===== config.mk =====
export PLATFORM = sky130hd
export DESIGN_NAME = pri_interrogator
export DESIGN_NICKNAME = d
export VERILOG_FILES = /design/src/pri_interrogator.v
export VERILOG_INCLUDE_DIRS = /design/src /design/src/src
export SDC_FILE = /design/constraint.sdc
export NUM_CORES = 1
export LEC_CHECK = 0
export BUFFER_PORTS_ARGS = -buffer_cell sky130_fd_sc_hd__buf_2
export CAP_MARGIN = 20
export CORE_ASPECT_RATIO = 1.2
export CORE_MARGIN = 8
export CORE_UTILIZATION = 26
export DETAILED_ROUTE_END_ITERATION = 6
export SETUP_SLACK_MARGIN = 0.4
export SLEW_MARGIN = 0
export SYNTH_ARGS = -nofsm -noshare
export SYNTH_HDL_FRONTEND = slang
export SYNTH_HIERARCHICAL = 1
export SYNTH_SLANG_ARGS = --single-unit

===== constraint.sdc =====
create_clock -name ref_clk -period 1.6 [get_ports ref_clk]
set_input_delay 0.08 -clock ref_clk [delete_from_list [all_inputs] [get_ports ref_clk]]
set_output_delay 0.08 -clock ref_clk [all_outputs]
set_load 0.01 [all_outputs]

===== src/pri_consts.vh =====
`ifndef PRI_CONSTS_VH
`define PRI_CONSTS_VH
// loop timing, derived from the 10 MHz clock and the 3,200 pps strobe stream
`define PRI_CLK_HZ          32'h00989680
`define PRI_STROBE_PPS      32'h00000C80
// one strobe period in clock cycles (312.5 us at 100 ns)
`define PRI_PERIOD_CYC      (`PRI_CLK_HZ / `PRI_STROBE_PPS)
// selection intervals per loop cycle at zero input (3 up, 3 down)
`define PRI_CYCLE_SLOTS     3'h6
`define PRI_HALF_SLOTS      3'h3
// saturation point of the run counter of the slot check
`define PRI_RUN_MAX         3'h7
// reset values: plus state drives the float toward null from rest
`define PRI_DIR_RST         1'h1
`define PRI_SW_RST          1'h1
// mode encoding of the configuration input
`define PRI_MODE_ACCEL      1'h0
`define PRI_MODE_GYRO       1'h1
`endif


===== src/pri_interrogator.v =====
`include "pri_consts.vh"
`default_nettype none

// two-flop synchroniser with an optional rising-edge detect; the first
// flop is read only by the second so a metastable value never fans out
module pri_sync_stage #(
  parameter EDGE = 0
) (
  input  wire ref_clk,
  input  wire rst_n,
  input  wire raw_in,
  output wire sync_out
);

  reg meta_ff;
  reg stable_ff;
  reg prev_ff;

  always @(posedge ref_clk or negedge rst_n) begin
    if (!rst_n) begin
      meta_ff <= 1'h0;
    end else begin
      meta_ff <= raw_in;
    end
  end

  always @(posedge ref_clk or negedge rst_n) begin
    if (!rst_n) begin
      stable_ff <= 1'h0;
    end else begin
      stable_ff <= meta_ff;
    end
  end

  always @(posedge ref_clk or negedge rst_n) begin
    if (!rst_n) begin
      prev_ff <= 1'h0;
    end else begin
      prev_ff <= stable_ff;
    end
  end

  // idle strobes are low, so the zero reset of prev_ff gives no false edge
  assign sync_out = (EDGE != 0) ? (stable_ff & ~prev_ff)
                                : stable_ff;

endmodule // pri_sync_stage

// Overview of operation
// - zero-phase gated by strobe sets, pi-phase gated resets direction.
// - zero-phase peak means positive angle, pi-phase peak negative.
// - repeated set pulses keep the direction flip-flop in plus.
// - phase reversal at null issues reset, moving direction to minus.
// - accel mode: current switch changes only on a strobe when phase demands.
// - accel mode: exactly one torque winding energized, chosen by switch state.
// - flip-flops start in a defined state driving float toward null.
// - two-state mode: one winding always driven, no idle state.
// - winding selection updated at 3,200 decisions per second.
// - zero input gives three plus then three minus intervals.
// - excitation stays synchronous with computer clock and strobes.
// - accelerometer mode: plus switch drives plus winding, minus minus.
// - gyro mode disables accel gating; plus switch feeds gyro winding.
// - gyro plus-angle select drives negative winding, minus the reverse.
// - each switch strobe enables exactly one torque-set output.
// - switch state gated with data strobe returns plus or minus count.
module pri_interrogator (
  input  wire ref_clk,
  input  wire rst_n,
  input  wire interrogate_strobe,
  input  wire switch_strobe,
  input  wire data_strobe,
  input  wire zero_phase_cmp,
  input  wire pi_phase_cmp,
  input  wire gyro_mode,
  input  wire gyro_plus_select,
  input  wire gyro_minus_select,
  output reg  plus_torque_set_strobe,
  output reg  minus_torque_set_strobe,
  output reg  plus_winding_drive,
  output reg  minus_winding_drive,
  output reg  gyro_neg_winding_drive,
  output reg  gyro_pos_winding_drive,
  output reg  dummy_load_drive,
  output reg  plus_count_pulse,
  output reg  minus_count_pulse,
  output reg  direction_plus,
  output reg  slot_error
);

  // strobe events and comparator levels, all two flops behind the pins
  wire ip_evt;
  wire sw_evt;
  wire ds_evt;
  wire zp_lvl;
  wire pp_lvl;
  wire mode_lvl;

  pri_sync_stage #(.EDGE(1)) ip_sync_u (
    .ref_clk  (ref_clk),
    .rst_n    (rst_n),
    .raw_in   (interrogate_strobe),
    .sync_out (ip_evt)
  );

  pri_sync_stage #(.EDGE(1)) sw_sync_u (
    .ref_clk  (ref_clk),
    .rst_n    (rst_n),
    .raw_in   (switch_strobe),
    .sync_out (sw_evt)
  );

  pri_sync_stage #(.EDGE(1)) ds_sync_u (
    .ref_clk  (ref_clk),
    .rst_n    (rst_n),
    .raw_in   (data_strobe),
    .sync_out (ds_evt)
  );

  pri_sync_stage #(.EDGE(0)) zp_sync_u (
    .ref_clk  (ref_clk),
    .rst_n    (rst_n),
    .raw_in   (zero_phase_cmp),
    .sync_out (zp_lvl)
  );

  pri_sync_stage #(.EDGE(0)) pp_sync_u (
    .ref_clk  (ref_clk),
    .rst_n    (rst_n),
    .raw_in   (pi_phase_cmp),
    .sync_out (pp_lvl)
  );

  pri_sync_stage #(.EDGE(0)) mode_sync_u (
    .ref_clk  (ref_clk),
    .rst_n    (rst_n),
    .raw_in   (gyro_mode),
    .sync_out (mode_lvl)
  );

  // comparators pass the same two flops as the strobe, so the level seen
  // with the event is the one present at the strobe's edge
  wire gyro_on = (mode_lvl == `PRI_MODE_GYRO);

  // comparators are sampled only at the strobe: their level at the 90 degree
  // peak carries the sign of the float angle; both equal is ignored
  wire set_pulse   = ip_evt & zp_lvl & ~pp_lvl;
  wire reset_pulse = ip_evt & pp_lvl & ~zp_lvl;

  // direction flip-flop of the interrogator
  reg dir_ff;
  reg nxt_dir;

  always @* begin
    nxt_dir = dir_ff;
    if (set_pulse) begin
      nxt_dir = 1'h1;
    end else if (reset_pulse) begin
      nxt_dir = 1'h0;
    end
  end

  always @(posedge ref_clk or negedge rst_n) begin
    if (!rst_n) begin
      dir_ff <= `PRI_DIR_RST;
    end else begin
      dir_ff <= nxt_dir;
    end
  end

  // current-switch flip-flop, moved in accel mode only by the torque-set strobes,
  // which exist once per interrogate cycle; in gyro mode it follows the selects
  reg sw_ff;
  reg nxt_sw;
  reg nxt_tp;
  reg nxt_tm;

  always @* begin
    nxt_tp = sw_evt & dir_ff;
    nxt_tm = sw_evt & ~dir_ff;
    nxt_sw = sw_ff;
    if (gyro_on) begin
      // accel-only gating is off: the switch is on while a select is held
      nxt_sw = gyro_plus_select | gyro_minus_select;
    end else if (nxt_tp) begin
      nxt_sw = 1'h1;
    end else if (nxt_tm) begin
      nxt_sw = 1'h0;
    end
  end

  always @(posedge ref_clk or negedge rst_n) begin
    if (!rst_n) begin
      sw_ff <= `PRI_SW_RST;
    end else begin
      sw_ff <= nxt_sw;
    end
  end

  always @(posedge ref_clk or negedge rst_n) begin
    if (!rst_n) begin
      plus_torque_set_strobe  <= 1'h0;
      minus_torque_set_strobe <= 1'h0;
    end else begin
      plus_torque_set_strobe  <= nxt_tp;
      minus_torque_set_strobe <= nxt_tm;
    end
  end

  // winding drives follow the switch one clock later; in accel mode one of
  // the pair is always on, so the loop has no idle third state
  reg nxt_plus_wind;
  reg nxt_minus_wind;
  reg nxt_gneg_wind;
  reg nxt_gpos_wind;
  reg nxt_dummy;

  always @* begin
    nxt_plus_wind  = ~gyro_on & sw_ff;
    nxt_minus_wind = ~gyro_on & ~sw_ff;
    // plus select wins when both selects are held
    nxt_gneg_wind  = gyro_on & sw_ff & gyro_plus_select;
    nxt_gpos_wind  = gyro_on & sw_ff & ~gyro_plus_select
                     & gyro_minus_select;
    // the minus side only keeps current flowing through the dummy load
    nxt_dummy      = gyro_on & ~sw_ff;
  end

  always @(posedge ref_clk or negedge rst_n) begin
    if (!rst_n) begin
      plus_winding_drive     <= 1'h0;
      minus_winding_drive    <= 1'h0;
      gyro_neg_winding_drive <= 1'h0;
      gyro_pos_winding_drive <= 1'h0;
      dummy_load_drive       <= 1'h0;
    end else begin
      plus_winding_drive     <= nxt_plus_wind;
      minus_winding_drive    <= nxt_minus_wind;
      gyro_neg_winding_drive <= nxt_gneg_wind;
      gyro_pos_winding_drive <= nxt_gpos_wind;
      dummy_load_drive       <= nxt_dummy;
    end
  end

  // count pulses back to the computer, one per data strobe
  reg nxt_pcount;
  reg nxt_mcount;

  always @* begin
    nxt_pcount = ds_evt & sw_ff;
    nxt_mcount = ds_evt & ~sw_ff;
  end

  always @(posedge ref_clk or negedge rst_n) begin
    if (!rst_n) begin
      plus_count_pulse  <= 1'h0;
      minus_count_pulse <= 1'h0;
    end else begin
      plus_count_pulse  <= nxt_pcount;
      minus_count_pulse <= nxt_mcount;
    end
  end

  // direction shown outside, one clock behind the flip-flop
  always @(posedge ref_clk or negedge rst_n) begin
    if (!rst_n) begin
      direction_plus <= 1'h0;
    end else begin
      direction_plus <= dir_ff;
    end
  end

  // zero-input slot check: a run of one switch state longer than three
  // selection intervals is flagged; under acceleration this is expected,
  // so the flag is a diagnostic and never steers the loop
  reg [2:0] run_ff;
  reg [2:0] nxt_run;
  reg       last_sw_ff;
  reg       nxt_last_sw;
  reg       nxt_slot_err;

  always @* begin
    nxt_run      = run_ff;
    nxt_last_sw  = last_sw_ff;
    nxt_slot_err = slot_error;
    if (ds_evt && !gyro_on) begin
      nxt_last_sw = sw_ff;
      if (sw_ff != last_sw_ff) begin
        nxt_run = 3'h1;
      end else if (run_ff != `PRI_RUN_MAX) begin
        nxt_run = run_ff + 3'h1;
      end
      nxt_slot_err = (sw_ff == last_sw_ff) &&
                     (run_ff >= `PRI_HALF_SLOTS);
    end
  end

  always @(posedge ref_clk or negedge rst_n) begin
    if (!rst_n) begin
      run_ff     <= 3'h0;
      last_sw_ff <= `PRI_SW_RST;
      slot_error <= 1'h0;
    end else begin
      run_ff     <= nxt_run;
      last_sw_ff <= nxt_last_sw;
      slot_error <= nxt_slot_err;
    end
  end

endmodule // pri_interrogator
`default_nettype wire


======== Yosys cells after proc, flatten, opt, wreduce, memory -nomap -nowiden ========
Index checks and enable logic that the tools add are counted.
storage, ports and cells
  register bits after elaboration ......... 32
  logic and storage cells ................. 77
  output and inout bits ................... 11
  input bits .............................. 10
cells by class
  add/sub/neg operators ................... 1
  equal/unequal tests ..................... 3
  multiplexer cells ....................... 7
  bitwise logic cells ..................... 28
  reduce and logical (&&, ||, !) cells .... 7
  magnitude comparators ................... 1
operators by type and width
  cell                                                                count
  bitwise AND 1 bit                                                   18
  inverter 1 bit                                                      9
  two-way mux 3 bit                                                   2
  two-way mux 1 bit                                                   5
  nonzero test 2 bit                                                  2
  adder 3 x 1 -> 3 bit (second input constant)                        1
  greater-or-equal comparator 3 x 2 -> 1 bit (second input constant)  1
  inequality test 3 bit (second input constant)                       1
  nonzero test 3 bit                                                  1
  logical AND 1 bit                                                   2
  AND reduction 2 bit                                                 1
  == test 1 bit                                                       1
  logical NOT 1 bit                                                   1
  inequality test 1 bit                                               1
  OR 1 bit                                                            1

======== Logic depth before layout (Yosys ltp) ========
  word-level depth ........................ 6
  mapped depth ............................ 5
  gate-level depth less buffers ........... 5

======== Modules after synthesis ========
The synthesis kept the hierarchy.
modules (own cells, without submodules)
  module                             times used  sequential area each (µm²)  cells an instance  area an instance (µm²)
  pri_interrogator                   1           429.2                       59                 704.4
  pri_sync_stage at ds_sync_u ...    3           75.1                        4                  88.8
  pri_sync_stage at mode_sync_u ...  3           50.0                        2                  50.0

======== Worst setup path before layout ========
No wires, ideal clock.
  path kind ............................... register -> register
  from .................................... reg run_ff[0]
  to ...................................... reg run_ff[1]
  setup slack ............................. 0.149 ns
  period minus slack after synthesis ...... 1.451 ns
  buffers on the path ..................... 0
  required time ........................... 1.510 ns
  arrival ................................. 1.361 ns
  library setup time ...................... 0.090 ns
  cell stages (with the launch flop) ...... 5
  cells stage by stage .................... dfrtp_1 ha_1 ha_1 or3_1 o221ai_1
on the way
  longest elaborated chain between the ends .. 3
  elaborated cells on any way between the ends .. 6
  those cells by class .................... add/sub: 1; eq/ne: 1; mux: 2; reduce/logical: 2
RTL lines
  what                                                                  line                    text
  start, declared                                                       pri_interrogator.v:275  reg [2:0] run_ff;
  start signal, assigned                                                pri_interrogator.v:303  run_ff <= nxt_run;
  adder 3 x 1 -> 3 bit / inequality test 3 bit (equally long branches)  n/a
  two-way mux 3 bit / nonzero test 2 bit (equally long branches)        n/a
  two-way mux 3 bit / AND reduction 2 bit (equally long branches)       n/a
Several ways; a longest one is shown, not always the timed one. The select of a mux whose other input is x is not followed.
A chain may end at the register's enable or synchronous reset.

======== Worst setup path in the final report ========
Same ends and word-level chain as after synthesis.

==> impl_metrics.csv <==
group,metric,value,unit
status,status,"finished, final reports clean",
grt,grt_pass1_wl,3370,µm
yosys,netlist-cell-type-count,23,
yosys,syn-instance-count,77,
die,io_pins,21,
place,dp.cells,151,
sta,slew_headroom,54.5,%
worst_hold_path,worstHoldStart,"gyro_minus_select",
sta,finalCriticalPeriod,1.39,ns
sta,drv_slew,0,
sta,finalSetupTns,0,ns
sta,hold_viol,0,
worst_setup_path,worstPathArrival,1.59,ns
yosys,synth-edff-count,0,
route,drtIter0Drc,59,
layout,largest_reg_flops,3,
worst_setup_path,critPathLaunchType,"flop",
die,fp-row-count,26,
sta,clock_skew,0.00325,ns
place,place_ws,0.108,ns
grt,grt_pass1_vias,744,
clock_network,cts_tree,"yes",
yosys,synth_area_leaders,"dfrtp_1, dfstp_2, nor2b_4",
worst_setup_path,r2r_start,"run_ff[0]",
die,initial_core_util,26.7,%
layout,fin_nets,127,
route,firstDrtPassIters,4,
worst_hold_path,worst_hold_path_type,"primary input to flop",
clock_network,ctsLongestPathBuffers,2,
power_and_ir_drop,power_frac_seq,49.5,%
die,core,4200,µm²
yosys,synth.top_cell.area_share,64.7,%
yosys,ys_seq_area_share,71.8,%
layout,top_register,"run_ff",
worst_setup_path,r2r_end,"run_ff[1]",
grt,track_usage,6.68,%
clock_network,clk_latency,0.28,ns
job,drv_cap,0,
grt,gr-total-overflow,0,
sta,rsz0062_at_grt,"yes",
grt,antenna_found_initial,0,
grt,grt_max_degree,33,
layout,diodes,0,
power_and_ir_drop,p_sw_share,28.6,%
layout,fin_cells,171,
sta,setup_viol,0,
sta,fin_ws,0.207,ns
clock_network,path_clk_slew,0.07,ns
yosys,yosysTopAreaCell,"dfrtp_1",
power_and_ir_drop,p_sw,0.570,mW
place,routabilityCongestion,0.696,
worst_setup_path,crit_start,"run_ff[0]",
sta,min_period_over_period,87.0,%
yosys,synthMostInstantiatedCell,"dfrtp_1",
power_and_ir_drop,pwr-share-comb,20.6,%
worst_setup_path,required,1.80,ns
power_and_ir_drop,power.leakage,0.724,nW
yosys,async_reset_ff_share,100,%
place,dp_hpwl,1360,µm
clock_network,cts-buffers-inserted,5,
yosys,ys_seq_elements,32,
worst_setup_path,path_max_fanout,2,
worst_setup_path,worstSetupEndpointType,"flop",
layout,syn_to_final_growth,36.5,%
power_and_ir_drop,ir_drop,0.656,mV
yosys,synth_warnings,6,
sta,worstMarginPinSlew,0.683,ns
worst_hold_path,min_to,"sw_ff",
route,antenna_left,0,
yosys,syn_area,1120,µm²
clock_network,root_buffer,"clkbuf_8",
route,num_vias,669,
yosys,synth_common_cells,"dfrtp_1, nand2_1, inv_1, nor2_1, nor2b_1",
clock_network,clock-sinks,32,
layout,drive_gt1_share,41.7,%
yosys,ys.flop_type,"dfrtp_1",
route,wl_per_cell,11.7,µm
power_and_ir_drop,power.internal,1.42,mW
worst_setup_path,ff2ff_path_depth,4,
worst_setup_path,worst-setup-path-type,"flop to flop",
sta,fmax,0.718,GHz
worst_hold_path,hold_depth,3,
layout,finalCoreUtilization,36.5,%
route,wirelength,2000,µm
die,die_h,87.9,µm
die,die_w,75.9,µm
worst_setup_path,r2r_slack,0.21,ns
route,drc_errors,0,
power_and_ir_drop,power_density,1300,nW/µm²
clock_network,ctsHtreeMaxLevel,2,
yosys,syn_avg_cell_area,14.6,µm²
route,vias_per_cell,3.91,
die,die_area,6680,µm²
yosys,syn-num-nets,90,
place,portBuffers,20,
power_and_ir_drop,clockPowerShare,29.9,%
[worst max-delay path, cell delays in order (launching register included)]
cell and delay, ns:
dfrtp_1 0.42, ha_4 0.19, ha_4 0.15, or3_4 0.38, o221ai_2 0.17
[repair_timing]
item	in CTS	in global routing
gates cloned	0	0
resized for setup	5	1
hold buffers	7	0
buffers inserted	5	0
pin swaps	1	1
endpoints found under the hold margin	35	0
endpoints found under the setup margin	4	4
[routing by layer]
layer	track usage (%)	vias up	routed length [µm]
met4	4.46	0	14
met1	5.94	322	741
met3	3.59	2	115
met5	0	-	0
li1	-	330	-
met2	11.6	15	1130
[how the worst max path moves through the flow]
stage                 to  slack [ns]  cells past startpoint
2_1_floorplan  run_ff[1]        0.24                      4
3_3_place_gp   run_ff[1]        0.22                      4
3_5_place_dp   run_ff[1]        0.11                      4
4_1_cts        run_ff[1]        0.22                      4
5_1_grt        run_ff[1]        0.15                      4
6_report       run_ff[1]        0.21                      4
[final cells by class]
type	instances	area (µm²)
Tap cell	56	70.1
Fill cell	408	2670
Timing Repair Buffer	32	208
Inverter	4	15.0
Clock inverter	3	18.8
Sequential cell	32	805
Multi-Input combinational cell	39	345
Clock buffer	5	68.8
[logic make-up after synthesis]
| group | after synthesis | synth area share (%) |
|---|---|---|
| compound gates | 9 | 5.58 |
| flops | 32 | 71.8 |
| xor+xnor | 1 | 0.781 |
| fa+ha+maj | 3 | 3.35 |
| buf+inv | 6 | 2.79 |
| simple gates | 25 | 14.7 |
| mux | 1 | 1.00 |
[power by group through the flow]
| stage | sequential, mW | clock (mW) | combinational [mW] |
|---|---|---|---|
| final | 0.985 | 0.596 | 0.411 |
| after global routing | 0.996 | 0.657 | 0.451 |
| after CTS | 0.983 | 0.629 | 0.398 |
| after detailed placement | 1.01 | 0 | 0.267 |
| after global placement | 0.991 | 0 | 0.236 |
| after floorplan | 0.994 | 0 | 0.162 |
[layout by cell type, fill, tap and decap left out]
cell type,synthesis,final
a211oi_2,0,1
a21oi_1,3,3
and2_1,2,2
and2b_1,1,1
and3_1,1,1
and4b_1,1,1
buf_2,1,20
buf_4,0,5
clkbuf_8,0,5
clkinv_2,0,2
clkinv_4,0,1
dfrtp_1,29,29
dfstp_2,3,3
dlygate4sd3_1,0,7
ha_1,3,1
ha_4,0,2
inv_1,4,4
mux2_1,1,1
nand2_1,6,6
nand2b_4,1,1
nor2_1,4,4
nor2b_1,4,4
nor2b_4,3,3
nor3_1,1,1
o221ai_2,0,2
o31ai_1,3,2
o31ai_2,0,1
or3_4,0,1
xor2_2,0,1
[metrics by stage]
step                      cell area (µm²)  power (mW)  hold slack, ns
after detailed placement             1300        1.27           0.165
after global routing                 1530        2.10          0.0602
after global placement               1300        1.23           0.142
after floorplan                      1140        1.16          -0.216
after CTS                            1530        2.01          0.0405
final                                1530        1.99          0.0518
Power figures use the tool's default switching activity.
